==> config.mk <==
export PLATFORM = sky130hd
export DESIGN_NAME = oscillator_control_regs
export DESIGN_NICKNAME = d
export VERILOG_FILES = /design/src/inc/osc_ctrl_pkg.sv /design/src/oscillator_control_regs.sv
export SDC_FILE = /design/constraint.sdc
export NUM_CORES = 1
export LEC_CHECK = 0
export ABC_AREA = 1
export BUFFER_PORTS_ARGS = -buffer_cell sky130_fd_sc_hd__clkbuf_2
export CORE_ASPECT_RATIO = 1.1
export CORE_MARGIN = 5
export CORE_UTILIZATION = 49
export CTS_BUF_LIST = sky130_fd_sc_hd__clkbuf_4
export DETAILED_ROUTE_END_ITERATION = 12
export HOLD_SLACK_MARGIN = 0.03
export PLACE_DENSITY = 0.79
export SYNTH_ARGS = -nofsm -noshare
export SYNTH_HDL_FRONTEND = slang
export SYNTH_SLANG_ARGS = --single-unit
export TNS_END_PERCENT = 5
==> constraint.sdc <==
create_clock -name clk_i -period 1.52 [get_ports clk_i]
set_input_delay 0.304 -clock clk_i [delete_from_list [all_inputs] [get_ports clk_i]]
set_output_delay 0.304 -clock clk_i [all_outputs]
set_load 0.05 [all_outputs]
==> src/inc/osc_ctrl_pkg.sv <==
// shared constants for the oscillator control register block
package osc_ctrl_pkg;
   // register byte offsets
   localparam logic [7:0] ULP_OFFSET = 8'h1C;
   localparam logic [7:0] INTERNAL_8MHZ_OSC_OFFSET = 8'h20;
   localparam logic [7:0] FREQUENCY_LOCKED_LOOP_OFFSET = 8'h24;
   // ultra-low-power oscillator fields
   localparam int ULP_LOCK_BIT = 7;
   localparam int ULP_CAL_W = 5;
   // 8 MHz oscillator fields
   localparam int INTERNAL_8MHZ_OSC_FREQUENCY_RANGE_LSB = 30;
   localparam int INTERNAL_8MHZ_OSC_CAL_LSB = 16;
   localparam int INTERNAL_8MHZ_OSC_CAL_W = 12;
   localparam int INTERNAL_8MHZ_OSC_PRESCALER_SELECT_LSB = 8;
   localparam int INTERNAL_8MHZ_OSC_OD_BIT = 7;
   localparam int INTERNAL_8MHZ_OSC_RS_BIT = 6;
   localparam int INTERNAL_8MHZ_OSC_EN_BIT = 1;
   localparam logic [1:0] INTERNAL_8MHZ_OSC_PRESCALER_SELECT_RST = 2'h3;
   localparam logic INTERNAL_8MHZ_OSC_OD_RST = 1'b1;
   localparam logic INTERNAL_8MHZ_OSC_RS_RST = 1'b0;
   // locked-loop control fields
   localparam int FREQUENCY_LOCKED_LOOP_QUICK_LOCK_DISABLE_BIT = 9;
   localparam int FREQUENCY_LOCKED_LOOP_CHILL_CYCLE_DISABLE_BIT = 8;
   localparam int FREQUENCY_LOCKED_LOOP_OD_BIT = 7;
   localparam int FREQUENCY_LOCKED_LOOP_LOSE_LOCK_AFTER_WAKE_BIT = 4;
   localparam int FREQUENCY_LOCKED_LOOP_STABLE_BIT = 3;
   localparam int FREQUENCY_LOCKED_LOOP_MODE_BIT = 2;
   localparam int FREQUENCY_LOCKED_LOOP_EN_BIT = 1;
   localparam logic [15:0] FREQUENCY_LOCKED_LOOP_CTRL_RST = 16'h0080;
   localparam logic [15:0] FREQUENCY_LOCKED_LOOP_WMASK = 16'h039E;
   // enable synchronisation delay in bus clocks
   localparam logic [3:0] SYNC_CYCLES = 4'h3;
   typedef enum logic [1:0] {
      OSC_OFF,
      OSC_STARTING,
      OSC_ON,
      OSC_STOPPING
   } osc_state_e;
endpackage

==> src/oscillator_control_regs.sv <==
// oscillator control registers with wishbone slave, gating and enable handshake
`timescale 1ns/100ps
module oscillator_control_regs #(
   parameter int NUM_REQ = 4
) (
   input wire logic clk_i, // bus clock, 25 MHz
   input wire logic rst_i, // synchronous reset, high
   input wire logic wb_cyc_i, // wishbone cycle
   input wire logic wb_stb_i, // wishbone strobe
   input wire logic wb_we_i, // wishbone write
   input wire logic [7:0] wb_adr_i, // byte address
   input wire logic [3:0] wb_sel_i, // byte lanes
   input wire logic [31:0] wb_dat_i, // write data
   output logic [31:0] wb_dat_o, // read data
   output logic wb_ack_o, // acknowledge
   input wire logic [4:0] nvm_ulp_calibration_value_i, // factory low-power calibration
   input wire logic [11:0] nvm_8m_calibration_value_i, // factory 8 MHz calibration
   input wire logic [1:0] nvm_8m_frequency_range_i, // factory 8 MHz range
   input wire logic standby_i, // standby sleep active
   input wire logic [NUM_REQ-1:0] req_8m_i, // peripheral requests, 8 MHz
   input wire logic [NUM_REQ-1:0] req_frequency_locked_loop_i, // peripheral requests, loop
   output logic [4:0] ulp_calibration_value_o, // low-power calibration
   output logic internal_8mhz_osc_run_o, // 8 MHz oscillator run
   output logic [1:0] internal_8mhz_osc_frequency_range_o, // 8 MHz range
   output logic [11:0] internal_8mhz_osc_calibration_value_o, // 8 MHz calibration
   output logic [3:0] internal_8mhz_osc_div_o, // 8 MHz division factor
   output logic frequency_locked_loop_run_o, // loop oscillator run
   output logic frequency_locked_loop_enable_o, // loop enable after sync
   output logic frequency_locked_loop_closed_loop_o, // loop closed-loop mode
   output logic frequency_locked_loop_stable_o, // freeze fine after lock
   output logic frequency_locked_loop_quick_lock_dis_o, // quick lock off
   output logic frequency_locked_loop_chill_dis_o, // chill cycle off
   output logic frequency_locked_loop_lose_lock_o // one-cycle drop-lock pulse
);

   typedef struct packed {
      logic ack;
      logic [31:0] rdata;
      logic cal_loaded;
      logic ulp_lock;
      logic [4:0] ulp_cal;
      logic [1:0] frequency_range;
      logic [11:0] cal8;
      logic [1:0] prescaler_select;
      logic [3:0] div;
      logic od8;
      logic rs8;
      osc_ctrl_pkg::osc_state_e st8;
      logic [3:0] cnt8;
      logic run8;
      logic [15:0] dctl;
      logic frequency_locked_loop_act;
      logic [3:0] dcnt;
      logic rundfll;
      logic prev_stby;
      logic slept_stop;
      logic lose_lock;
   } state_s;

   state_s s;
   state_s next;

   logic req_taken;
   logic wr;
   logic [5:0] word;
   logic hit_ulp;
   logic hit_8m;
   logic hit_frequency_locked_loop;
   logic req_any8;
   logic req_anyd;
   logic en_rd;

   assign req_taken = wb_cyc_i && wb_stb_i && !s.ack;
   assign wr = req_taken && wb_we_i;
   assign word = wb_adr_i[7:2];
   assign hit_ulp = word == osc_ctrl_pkg::ULP_OFFSET[7:2];
   assign hit_8m = word == osc_ctrl_pkg::INTERNAL_8MHZ_OSC_OFFSET[7:2];
   assign hit_frequency_locked_loop = word == osc_ctrl_pkg::FREQUENCY_LOCKED_LOOP_OFFSET[7:2];
   assign req_any8 = |req_8m_i;
   assign req_anyd = |req_frequency_locked_loop_i;
   assign en_rd = (s.st8 == osc_ctrl_pkg::OSC_ON) || (s.st8 == osc_ctrl_pkg::OSC_STOPPING);

   always_comb begin
      next = s;
      // ack drops the cycle after it is given
      next.ack = wb_cyc_i && wb_stb_i && !s.ack;
      next.lose_lock = 1'b0;
      next.prev_stby = standby_i;

      if (wr && hit_ulp && wb_sel_i[0] && !s.ulp_lock) begin
         next.ulp_lock = wb_dat_i[osc_ctrl_pkg::ULP_LOCK_BIT];
         next.ulp_cal = wb_dat_i[osc_ctrl_pkg::ULP_CAL_W-1:0];
      end

      if (wr && hit_8m) begin
         if (wb_sel_i[3]) begin
            next.frequency_range = wb_dat_i[osc_ctrl_pkg::INTERNAL_8MHZ_OSC_FREQUENCY_RANGE_LSB +: 2];
            next.cal8[11:8] = wb_dat_i[27:24];
         end
         if (wb_sel_i[2]) begin
            next.cal8[7:0] = wb_dat_i[23:16];
         end
         if (wb_sel_i[1]) begin
            next.prescaler_select = wb_dat_i[osc_ctrl_pkg::INTERNAL_8MHZ_OSC_PRESCALER_SELECT_LSB +: 2];
         end
         if (wb_sel_i[0]) begin
            next.od8 = wb_dat_i[osc_ctrl_pkg::INTERNAL_8MHZ_OSC_OD_BIT];
            next.rs8 = wb_dat_i[osc_ctrl_pkg::INTERNAL_8MHZ_OSC_RS_BIT];
         end
      end

      // startup load
      // the load wins over a bus write in the first cycle after reset
      if (!s.cal_loaded) begin
         next.cal_loaded = 1'b1;
         next.ulp_cal = nvm_ulp_calibration_value_i;
         next.frequency_range = nvm_8m_frequency_range_i;
         next.cal8 = nvm_8m_calibration_value_i;
      end

      next.div = 4'h1 << next.prescaler_select;

      // transitions ignore enable writes
      // an enable write while starting or stopping is dropped, so software must poll
      unique case (s.st8)
         osc_ctrl_pkg::OSC_OFF: begin
            if (wr && hit_8m && wb_sel_i[0] && wb_dat_i[osc_ctrl_pkg::INTERNAL_8MHZ_OSC_EN_BIT]) begin
               next.st8 = osc_ctrl_pkg::OSC_STARTING;
               next.cnt8 = 4'h0;
            end
         end
         osc_ctrl_pkg::OSC_STARTING: begin
            if (s.cnt8 == osc_ctrl_pkg::SYNC_CYCLES - 4'h1) begin
               next.st8 = osc_ctrl_pkg::OSC_ON;
               next.cnt8 = 4'h0;
            end else begin
               next.cnt8 = s.cnt8 + 4'h1;
            end
         end
         osc_ctrl_pkg::OSC_ON: begin
            if (wr && hit_8m && wb_sel_i[0] && !wb_dat_i[osc_ctrl_pkg::INTERNAL_8MHZ_OSC_EN_BIT]) begin
               next.st8 = osc_ctrl_pkg::OSC_STOPPING;
               next.cnt8 = 4'h0;
            end
         end
         osc_ctrl_pkg::OSC_STOPPING: begin
            if (s.cnt8 == osc_ctrl_pkg::SYNC_CYCLES - 4'h1) begin
               next.st8 = osc_ctrl_pkg::OSC_OFF;
               next.cnt8 = 4'h0;
            end else begin
               next.cnt8 = s.cnt8 + 4'h1;
            end
         end
      endcase

      next.run8 = (s.st8 != osc_ctrl_pkg::OSC_OFF) && (!standby_i || s.rs8)
         && (!s.od8 || req_any8);

      // loop enable reads back at once
      if (wr && hit_frequency_locked_loop) begin
         if (wb_sel_i[0]) begin
            next.dctl[7:0] = wb_dat_i[7:0] & osc_ctrl_pkg::FREQUENCY_LOCKED_LOOP_WMASK[7:0];
         end
         if (wb_sel_i[1]) begin
            next.dctl[15:8] = wb_dat_i[15:8] & osc_ctrl_pkg::FREQUENCY_LOCKED_LOOP_WMASK[15:8];
         end
      end

      if (s.dctl[osc_ctrl_pkg::FREQUENCY_LOCKED_LOOP_EN_BIT] != s.frequency_locked_loop_act) begin
         if (s.dcnt == osc_ctrl_pkg::SYNC_CYCLES - 4'h1) begin
            next.frequency_locked_loop_act = s.dctl[osc_ctrl_pkg::FREQUENCY_LOCKED_LOOP_EN_BIT];
            next.dcnt = 4'h0;
         end else begin
            next.dcnt = s.dcnt + 4'h1;
         end
      end else begin
         next.dcnt = 4'h0;
      end

      next.rundfll = s.frequency_locked_loop_act && (!s.dctl[osc_ctrl_pkg::FREQUENCY_LOCKED_LOOP_OD_BIT] || req_anyd);

      // lose lock on wake
      // only a stop seen during sleep counts; a stop in active mode keeps locks
      if (standby_i && !s.rundfll) begin
         next.slept_stop = 1'b1;
      end
      if (s.prev_stby && !standby_i) begin
         next.lose_lock = s.slept_stop && s.dctl[osc_ctrl_pkg::FREQUENCY_LOCKED_LOOP_LOSE_LOCK_AFTER_WAKE_BIT];
         next.slept_stop = 1'b0;
      end

      // read mux; unmapped words read as zero and ignore writes
      next.rdata = 32'h0000_0000;
      if (req_taken && !wb_we_i) begin
         if (hit_ulp) begin
            next.rdata = {24'h00_0000, s.ulp_lock, 2'h0, s.ulp_cal};
         end else if (hit_8m) begin
            next.rdata = {s.frequency_range, 2'h0, s.cal8, 6'h00, s.prescaler_select, s.od8, s.rs8,
               4'h0, en_rd, 1'b0};
         end else if (hit_frequency_locked_loop) begin
            next.rdata = {16'h0000, s.dctl};
         end
      end
   end

   always_ff @(posedge clk_i) begin
      if (rst_i) begin
         s.ack <= 1'b0;
         s.rdata <= 32'h0000_0000;
         s.cal_loaded <= 1'b0;
         s.ulp_lock <= 1'b0;
         s.ulp_cal <= 5'h00;
         s.frequency_range <= 2'h0;
         s.cal8 <= 12'h000;
         s.prescaler_select <= osc_ctrl_pkg::INTERNAL_8MHZ_OSC_PRESCALER_SELECT_RST;
         s.div <= 4'h8;
         s.od8 <= osc_ctrl_pkg::INTERNAL_8MHZ_OSC_OD_RST;
         s.rs8 <= osc_ctrl_pkg::INTERNAL_8MHZ_OSC_RS_RST;
         // enable resets set, so the oscillator comes up through its start delay
         s.st8 <= osc_ctrl_pkg::OSC_STARTING;
         s.cnt8 <= 4'h0;
         s.run8 <= 1'b0;
         s.dctl <= osc_ctrl_pkg::FREQUENCY_LOCKED_LOOP_CTRL_RST;
         s.frequency_locked_loop_act <= 1'b0;
         s.dcnt <= 4'h0;
         s.rundfll <= 1'b0;
         s.prev_stby <= 1'b0;
         s.slept_stop <= 1'b0;
         s.lose_lock <= 1'b0;
      end else begin
         s <= next;
      end
   end

   assign wb_ack_o = s.ack;
   assign wb_dat_o = s.rdata;
   assign ulp_calibration_value_o = s.ulp_cal;
   assign internal_8mhz_osc_run_o = s.run8;
   assign internal_8mhz_osc_frequency_range_o = s.frequency_range;
   assign internal_8mhz_osc_calibration_value_o = s.cal8;
   assign internal_8mhz_osc_div_o = s.div;
   assign frequency_locked_loop_run_o = s.rundfll;
   assign frequency_locked_loop_enable_o = s.frequency_locked_loop_act;
   assign frequency_locked_loop_closed_loop_o = s.dctl[osc_ctrl_pkg::FREQUENCY_LOCKED_LOOP_MODE_BIT];
   assign frequency_locked_loop_stable_o = s.dctl[osc_ctrl_pkg::FREQUENCY_LOCKED_LOOP_STABLE_BIT];
   assign frequency_locked_loop_quick_lock_dis_o = s.dctl[osc_ctrl_pkg::FREQUENCY_LOCKED_LOOP_QUICK_LOCK_DISABLE_BIT];
   assign frequency_locked_loop_chill_dis_o = s.dctl[osc_ctrl_pkg::FREQUENCY_LOCKED_LOOP_CHILL_CYCLE_DISABLE_BIT];
   assign frequency_locked_loop_lose_lock_o = s.lose_lock;
endmodule

======== Word-level counts from Yosys, hierarchy flattened ========
Index checks and enable logic that the tools add are counted.
cells by class
  div/mod/pow operators ................... 0
  shift operators ......................... 1
  $mul .................................... 0
  add/subtract/negate cells ............... 2
  $lt $le $gt $ge ......................... 0
  eq/ne operators ......................... 17
  bitwise logic cells ..................... 3
  reductions and logical operators ........ 48
  mux-type cells .......................... 27
operators with widths
  operator             count
  $mux 32              2
  $mux 61              1
  $mux 6               4
  $pmux 6 s4           1
  $mux 10              2
  $mux 19              1
  $logic_and 1x1->1    18
  $mux 16              1
  $mux 8               2
  $mux 2               7
  $reduce_and 2->1     7
  $eq 6x4->1 const B   2
  $mux 4               3
  $reduce_or 4->1      3
  $add 4x1->4 const B  2
  $eq 4x2->1 const B   2
  $logic_not 1->1      8
  $ne 2x1->1 const B   4
  $ne 2x2->1 const B   4
  $eq 6x3->1 const B   1
  $reduce_or 2->1      3
  $reduce_or 3->1      2
  $eq 2x2->1 const B   2
  $logic_or 1x1->1     4
  other kinds (8)      12
storage, ports and cells
  bits in registers ....................... 78
  latch bits .............................. 0
  memories ................................ 0
  RAM bits ................................ 0
  ROM bits ................................ 0

======== Logic depth before layout (Yosys ltp) ========
Gate-level depths: netlist of run 1.
  depth in word-level cells ............... 9
  gate-level depth with buffers ........... 10
  depth with buffers taken out ............ 10

======== Least setup slack after synthesis of run 1 ========
Ideal clock, no wire load.
  path kind ............................... flip-flop to flip-flop
  start ................................... register s (netlist bit wb_ack_o)
  end ..................................... register s[27] in the netlist's numbering
  arrival ................................. 1355 ps
  cell stages (with the launch flop) ...... 9
  clock period less this slack ............ 1489 ps
  setup time .............................. 134 ps
  required time ........................... 1386 ps
  setup slack ............................. 31 ps
  cells stage by stage .................... dfxtp_1 -> inv_1 -> nand4_4 -> nor2_8 -> nand3_2 -> nand2_4 -> nand2_1 -> o21ai_1 -> nor2_1
between the ends
  word-level cells in the longest chain between the ends .. 8
RTL lines
  what                                                       line                                                            source
  from (decl)                                                oscillator_control_regs.sv:60                                   state_s s;
  from (signal assigned)                                     oscillator_control_regs.sv:231                                  s <= next;
  $logic_not 1->1 (*)                                        oscillator_control_regs.sv:73                                   assign req_taken = wb_cyc_i && wb_stb_i && !s.ack;
  $logic_and 1x1->1 (*)                                      oscillator_control_regs.sv:73
  $logic_and 1x1->1 (*)                                      oscillator_control_regs.sv:74                                   assign wr = req_taken && wb_we_i;
  $logic_and 1x1->1 (*) (2 in series)                        oscillator_control_regs.sv:127, oscillator_control_regs.sv:141
  $logic_and 1x1->1, on equally long branches                oscillator_control_regs.sv:127, oscillator_control_regs.sv:141
  $ne 2x2->1 (no line) / $ne 2x1->1 (equally long branches)  --
  $reduce_and 2->1 (no line) (*)                             --
Every way passes the cells marked *; elsewhere a longest branch is shown, timed or not.
A chain may end at the register's enable or synchronous reset.

======== Worst setup path after layout of run 1 ========
  start ................................... register s (netlist bit ulp_calibration_value_o[4])
  end ..................................... output ulp_calibration_value_o[4]
RTL lines
  what       line                           source
  to (decl)  oscillator_control_regs.sv:22  output logic [4:0] ulp_calibration_value_o,
No word-level cell between the ends.

==> results of run 1 <==
-- repair_timing --
action / 4_1_cts / 5_1_grt
hold endpoints to repair: 0 / 0
setup buffers: 0 / 4
gates resized for setup: 0 / 8
endpoints found under the setup margin: 0 / 15
-- placed cells by master (no fill, tap or decap), types with 3 or more instances in the layout --
master | synthesis | final
dfxtp_1 | 76 | 75
a21oi_1 | 21 | 21
o21ai_1 | 2 | 3
xor2_1 | 3 | 3
nand2_2 | 3 | 3
clkbuf_2 | 0 | 119
nand3_1 | 38 | 38
conb_1 | 1 | 9
a21oi_2 | 10 | 10
inv_6 | 0 | 3
nand2_1 | 111 | 111
clkbuf_4 | 0 | 9
buf_4 | 57 | 17
inv_1 | 56 | 55
nor2_1 | 48 | 48
ha_1 | 8 | 8
nand3b_1 | 14 | 14
nor2_2 | 3 | 3
o21ai_0 | 12 | 10
o211ai_1 | 4 | 4
-- power by group through the flow --
| stage | Combinational (mW) | Clock (mW) | Sequential [mW] |
|---|---|---|---|
| finish | 0.938 | 1.35 | 2.14 |
| global route | 1.07 | 1.49 | 2.15 |
| CTS | 0.929 | 1.38 | 2.14 |
| detailed placement | 0.928 | 0 | 2.18 |
| global placement | 0.897 | 0 | 2.17 |
| floorplan | 0.675 | 0 | 2.18 |
-- state kept, by name, indices dropped and copies added, names as in the netlist, 2 cells and up --
register and flops:
internal_8mhz_osc_frequency_range_o 2, internal_8mhz_osc_calibration_value_o 12, wb_dat_o 23, s 21
ulp_calibration_value_o 5, internal_8mhz_osc_div_o 4
-- final cells by class --
class / instances / area (um2) / share of cell area
clock inverter: 7 / 87.58 / 0.01981
tap: 108 / 135.1 / 0.03056
multi-input combinational: 312 / 1663 / 0.3761
inverter: 58 / 217.7 / 0.04924
timing repair buffer: 137 / 728.2 / 0.1647
sequential: 76 / 1523 / 0.3444
clock buffer: 9 / 67.56 / 0.01528
-- worst max path at each step --
stage / end / slack [ps] / cells past startpoint
6_report: ulp_calibration_value_o[4] / 30 / 1
5_1_grt: internal_8mhz_osc_calibration_value_o[5]$_SDFFE_PP0P_ / -6 / 6
4_1_cts: s[30]$_SDFFE_PP1P_ / 20 / 8
3_5_place_dp: s[33]$_SDFFE_PP1N_ / 30 / 9
3_3_place_gp: internal_8mhz_osc_calibration_value_o[6]$_SDFFE_PP0P_ / 60 / 9
2_1_floorplan: s[27]$_SDFFE_PP0P_ / 30 / 8
-- metal layers --
metal,up-vias,track usage,part of all wire
li1,1717,-,-
met3,8,0.03358,0.062
met1,1505,0.2140,0.41
met2,98,0.3188,0.52
met5,-,0,0
met4,0,0.07436,0.011
-- cell families (layout without fill, tap and decap cells) --
| group | count (synthesis) | in the layout | share of synthesized area |
|---|---|---|---|
| buffers and inverters | 128 | 211 | 0.1841 |
| XOR/XNOR | 4 | 4 | 0.009110 |
| adder cells (fa/ha/maj) | 8 | 8 | 0.02603 |
| AO/OA/AOI/OAI | 58 | 58 | 0.09792 |
| other | 1 | 9 | 0.0009750 |
| flip-flops | 76 | 76 | 0.3956 |
| AND/OR/NAND/NOR | 233 | 233 | 0.2863 |
-- cell usage after synthesis --
library cell	instances	area (um2)
nand2_1	111	416.7
dfxtp_1	76	1521
buf_4	57	427.9
inv_1	56	210.2
nor2_1	48	180.2
nand3_1	38	190.2
a21oi_1	21	105.1
nand3b_1	14	105.1
o21ai_0	12	60.06
a21oi_2	10	87.58
ha_1	8	100.1
buf_2	5	25.02
clkbuf_1	4	15.01
o211ai_1	4	30.03
buf_1	3	11.26
nand2_2	3	18.77
nor2_2	3	18.77
nor3_1	3	15.01
xor2_1	3	26.28
a22o_1	2	17.52
nand2_4	2	22.52
nand3_2	2	20.02
nor2_4	2	22.52
nor2_8	2	40.04
nor4_1	2	12.51
o211ai_2	2	25.02
o21ai_1	2	10.01
a31o_2	1	8.760
buf_6	1	11.26
clkinv_1	1	3.750
conb_1	1	3.750
inv_2	1	3.750
nand3b_2	1	11.26
nand4_1	1	6.260
nand4_4	1	21.27
o2111ai_1	1	8.760
o21a_1	1	7.510
o21ai_2	1	8.760
o31ai_1	1	7.510
xnor2_1	1	8.760
-- stage by stage --
| stage | utilization | std cells |
|---|---|---|
| floorplan | - | 516 |
| global placement | 0.5419 | 687 |
| detailed placement | 0.5419 | 687 |
| CTS | 0.5619 | 703 |
| global route | 0.5680 | 707 |
| finish | 0.5680 | 707 |
==> flow_metrics.env, run 1 <==
export IMPL_path_delay_family="flip-flops"
export IMPL_dieArea_um2=9723
export IMPL_internal_power_mw=2.949
export IMPL_grtUsageTotal=0.1799
export IMPL_cts_inserted_buffers=9
export IMPL_r2r_end="internal_8mhz_osc_calibration_value_o[0]$_SDFFE_PP0P_"
export IMPL_cts_sinks=76
export IMPL_hpwlAfterDp_mm=6.904
export IMPL_diodes=0
export IMPL_ys_seq_area_frac=0.3956
export IMPL_clkPwrFrac=0.305
export IMPL_cpPeakStageDelay_ps=440
export IMPL_ys_types=40
export IMPL_ant_nets=0
export IMPL_arrival_ps=1190
export IMPL_p_per_area_nw_per_um2=1002
export IMPL_cp_buffers_inverters=1
export IMPL_min_path_cells=3
export IMPL_layout_setup_ws_ps=29.80
export IMPL_setup_viol=0
export IMPL_drv_slew=0
export IMPL_drtIter0Drc=196
export IMPL_hp_start="standby_i"
export IMPL_slowest_stage="dfxtp_1"
export IMPL_io_buffers=120
export IMPL_pre_cts_ws_ps=26.39
export IMPL_leakage_nw=2.271
export IMPL_drv_cap=0
export IMPL_hold_end="s[2]$_SDFF_PP0_"
export IMPL_fillerInstances=719
export IMPL_start_util=0.4941
export IMPL_wirelength_mm=8.687
export IMPL_ioPinCount=141
export IMPL_num_nets_final=679
export IMPL_rr_worst_depth=8
export IMPL_postSynthAreaPerCell_um2=7.571
export IMPL_grt_antenna_before_repair=0
export IMPL_clk_pin_slew_ps=150
export IMPL_synth_cells=508
export IMPL_design_area_um2=4422
export IMPL_switching_power_mw=1.480
export IMPL_setup_tns_final_ps=0
export IMPL_gr_total_overflow=0
export IMPL_wl_per_cell_um=12.29
export IMPL_power_frac_comb=0.212
export IMPL_grt_start_max_net_pins=40
export IMPL_start_kind="flop"
export IMPL_fmaxAchievable_ghz=0.6711
export IMPL_pwr_share_seq=0.483
export IMPL_viasPerCell=4.707
export IMPL_worstPathRequired_ps=1220
export IMPL_cts_tree="done"
export IMPL_switching_share=0.3341
export IMPL_critical_path_class="reg -> out"
export IMPL_drc_errors=0
export IMPL_r2r_slack_ps=110
export IMPL_finalCriticalPeriod_ps=1490
export IMPL_worst_hold_slack_ps=121.1
export IMPL_fp_dieH_um=102.9
export IMPL_cp_end_kind="output port"
export IMPL_drive_gt1_frac=0.3139
export IMPL_dpl_cell_area_um2=4219
export IMPL_yosys_warnings=0
export IMPL_row_count=34
export IMPL_post_route_period_util=0.9804
export IMPL_cp_max_fo=3
export IMPL_vdd_ir_drop_max_v=0.0006579
export IMPL_cts_max_level=3
export IMPL_hp_class="in -> reg"
export IMPL_gp_congestion=0.8306
export IMPL_finalHoldViolations=0
export IMPL_vias=3328
export IMPL_clock_latency_ps=430
export IMPL_cp_cell_sequence="clkbuf_2"
export IMPL_syn_area_um2=3846
export IMPL_rsz0062_at_grt="yes"
export IMPL_core_area_um2=7785
export IMPL_grt_pass1_vias=3093
export IMPL_ys_ff_latch=76
export IMPL_hold_buffers=0
export IMPL_outcome="finished clean"
export IMPL_total_power_mw=4.429
export IMPL_cts_buffer_depth=2
export IMPL_syn_to_final_growth_pct=14.96
export IMPL_dr_pass1_iters=4
export IMPL_cts_root_buffer_cell="clkbuf_4"
export IMPL_grt_pass1_wl_mm=13.83
export IMPL_fp_dieW_um=94.48
export IMPL_fin_skew_ps=23.78
export IMPL_r2r_start="wb_ack_o$_SDFF_PP0_"
export IMPL_startpoint="ulp_calibration_value_o[4]$_SDFFE_PP0P_"
Note: power is estimated with default switching activity, not from simulation.
==> run 2, diff against run 1 <==
--- a/config.mk
+++ b/config.mk
@@ -5,7 +5,6 @@
 export SDC_FILE = /design/constraint.sdc
 export NUM_CORES = 1
 export LEC_CHECK = 0
-export ABC_AREA = 1
 export BUFFER_PORTS_ARGS = -buffer_cell sky130_fd_sc_hd__clkbuf_2
 export CORE_ASPECT_RATIO = 1.1
 export CORE_MARGIN = 5
@@ -13,7 +12,7 @@
 export CTS_BUF_LIST = sky130_fd_sc_hd__clkbuf_4
 export DETAILED_ROUTE_END_ITERATION = 12
 export HOLD_SLACK_MARGIN = 0.03
-export PLACE_DENSITY = 0.79
+export PLACE_DENSITY = 0.8
 export SYNTH_ARGS = -nofsm -noshare
 export SYNTH_HDL_FRONTEND = slang
 export SYNTH_SLANG_ARGS = --single-unit
==> flow_metrics.env, run 2 <==
export IMPL_outcome="finished, violations left"
export IMPL_violations="setup timing"
export IMPL_cts_max_level=3
export IMPL_dr_pass1_iters=4
export IMPL_clkPwrFrac=0.264
export IMPL_critical_path_class="reg -> reg"
export IMPL_syn_to_final_growth_pct=21.67
export IMPL_dp_cells=564
export IMPL_gr_total_overflow=0
export IMPL_core_area_um2=7087
export IMPL_largest_reg_flops=23
export IMPL_wl_per_cell_um=14.83
export IMPL_rsz0062_at_grt="yes"
export IMPL_syn_area_um2=3580
export IMPL_worstPathRequired_ps=1820
export IMPL_vias=3068
export IMPL_viasPerCell=5.281
export IMPL_switching_power_mw=1.481
export IMPL_yosys_top_cells_area="dfxtp_1, buf_4, mux2i_1"
export IMPL_setup_viol=1
export IMPL_finalCriticalPeriod_ps=1525
export IMPL_post_route_period_util=1.004
export IMPL_fp_dieH_um=99.65
export IMPL_synth_edf_count=0
export IMPL_io_buffers=120
export IMPL_layout_setup_ws_ps=-5.348
export IMPL_finalHoldViolations=0
export IMPL_cp_max_fo=4
export IMPL_yosysMostFrequentCell="dfxtp_1"
export IMPL_ys_types=47
export IMPL_fin_skew_ps=17.44
export IMPL_internal_power_mw=3.096
export IMPL_grtUsageTotal=0.1834
export IMPL_synth_top_area_cell="dfxtp_1"
export IMPL_switching_share=0.3237
export IMPL_ys_ff_latch=76
export IMPL_ioPinCount=141
export IMPL_drv_slew=0
export IMPL_drc_errors=0
export IMPL_synth_top_area_frac=0.4250
export IMPL_cp_end_kind="flop"
export IMPL_cts_sinks=76
export IMPL_drv_cap=0
export IMPL_yosys_warnings=0
export IMPL_start_util=0.5051
export IMPL_cts_root_buffer_cell="clkbuf_4"
export IMPL_arrival_ps=1820
export IMPL_drtIter0Drc=107
export IMPL_synth_async_reset_ratio=0
export IMPL_p_per_area_nw_per_um2=1051
export IMPL_tightest_slew_ps=501.0
export IMPL_grt_start_max_net_pins=47
export IMPL_ys_seq_area_frac=0.4250
export IMPL_gp_congestion=0.8816
export IMPL_drive_gt1_frac=0.3952
export IMPL_dieArea_um2=9117
export IMPL_num_nets_final=576
export IMPL_clk_pin_slew_ps=140
export IMPL_power_frac_comb=0.265
export IMPL_postSynthAreaPerCell_um2=9.085
export IMPL_pwr_share_seq=0.471
export IMPL_final_common_cell="clkbuf_2"
export IMPL_synth_ff_type="dfxtp_1"
export IMPL_fin_util=0.6146
export IMPL_hold_buffers=0
export IMPL_vdd_ir_drop_max_v=0.0004514
export IMPL_row_count=32
export IMPL_grt_antenna_before_repair=0
export IMPL_ant_nets=0
export IMPL_clock_latency_ps=430
export IMPL_leakage_nw=2.027
export IMPL_cts_buffer_depth=2
export IMPL_grt_pass1_wl_mm=13.59
export IMPL_fmaxAchievable_ghz=0.6556
export IMPL_cts_tree="done"
export IMPL_hp_class="in -> reg"
export IMPL_final_cell_mix="clkbuf_2, dfxtp_1, nor2_1"
export IMPL_wirelength_mm=8.618
export IMPL_fp_dieW_um=91.50
export IMPL_synth_commonest_cells="dfxtp_1, buf_4, nor2_1"
export IMPL_cts_inserted_buffers=9
export IMPL_grt_pass1_vias=2986
export IMPL_stdcell_count=581
export IMPL_synth_cells=394
export IMPL_relSlewSlack=0.6660
export IMPL_diodes=0
export IMPL_hpwlAfterDp_mm=6.499
export IMPL_start_kind="flop"
[run 2: changes by cell type in the layout (fill, tap and decap cells not counted), sizes merged, moves of 18 or more]
cell   previous run  this run
inv              62         8
nand2           116        18
nand3            40        22
mux2i             0        21
a21oi            31        11
and2              0        20
[run 2: critical path, stage by stage, from the launching register on]
cell,delay [ps]
dfxtp_2,380
inv_4,50
ha_4,150
nor4bb_1,240
nand4_1,220
buf_4,190
nand4_1,80
o211ai_1,100
[run 2: metal layers]
| metal | GRT usage | part of all wire |
|---|---|---|
| met1 | 0.2072 | 0.40 |
| met5 | 0 | 0 |
| met2 | 0.3165 | 0.51 |
| met3 | 0.05219 | 0.071 |
| met4 | 0.08933 | 0.025 |
[run 2: cells by family (layout without fill, tap and decap cells)]
kind of cell / after synthesis / count (layout) / synth area share
multiplexers: 22 / 22 / 0.06187
buffers and inverters: 81 / 175 / 0.1451
flip-flops: 76 / 76 / 0.4250
AND/OR/NAND/NOR: 145 / 145 / 0.2247
adder cells (fa/ha/maj): 8 / 8 / 0.02796
other: 1 / 9 / 0.001048
XOR/XNOR: 3 / 3 / 0.007341
AO/OA/AOI/OAI: 58 / 58 / 0.1070
[run 2: through the flow]
step | total power [mW] | instance area, um2 | setup slack, ps | setup TNS [ps] | hold WS, ps
2_1_floorplan | 2.901 | 3627 | -125.3 | -2536 | 419.6
3_3_place_gp | 3.208 | 4106 | -160.8 | -3928 | 436.6
3_5_place_dp | 3.256 | 4106 | -208.6 | -6120 | 438.3
4_1_cts | 4.510 | 4289 | -3.530 | -3.530 | 87.78
5_1_grt | 4.800 | 4355 | -65.27 | -335.1 | 87.70
6_report | 4.577 | 4355 | -5.348 | -5.348 | 94.42
[run 2: cell type report]
type	instances	area, um2
Sequential cell	76	1528
Fill cell	594	2731
Clock buffer	9	67.56
Clock inverter	7	66.31
Tap cell	85	106.4
Timing Repair Buffer	152	889.6
Multi-Input combinational cell	245	1669
Inverter	7	28.78
[run 2: what timing repair did]
item                                   CTS  global route
pin swaps                                5            14
gates resized for setup                 13            14
endpoints found under the hold margin    0             0
setup buffers                            1             0
setup endpoints to repair               26            23
[run 2: worst paths after layout]
| check | startpoint | to | slack [ps] | cells past startpoint |
|---|---|---|---|---|
| max | s[30]$_SDFFE_PP1P_ | s[31]$_SDFFE_PP0P_ | -5 | 7 |
| min reg2reg | s[1]$_SDFFE_PP0P_ | frequency_locked_loop_lose_lock_o$_SDFF_PP0_ | 460 | 2 |
| min | wb_dat_i[6] | s[32]$_SDFFE_PP0N_ | 90 | 3 |
| max reg2reg | s[30]$_SDFFE_PP1P_ | s[31]$_SDFFE_PP0P_ | -5 | 7 |
[run 2: power by group through the flow]
stage / Clock, mW / Combinational, mW / Sequential, mW
3_3_place_gp: 0 / 1.03 / 2.18
2_1_floorplan: 0 / 0.699 / 2.20
3_5_place_dp: 0 / 1.07 / 2.18
6_report: 1.21 / 1.21 / 2.15
5_1_grt: 1.34 / 1.30 / 2.17
4_1_cts: 1.22 / 1.14 / 2.14
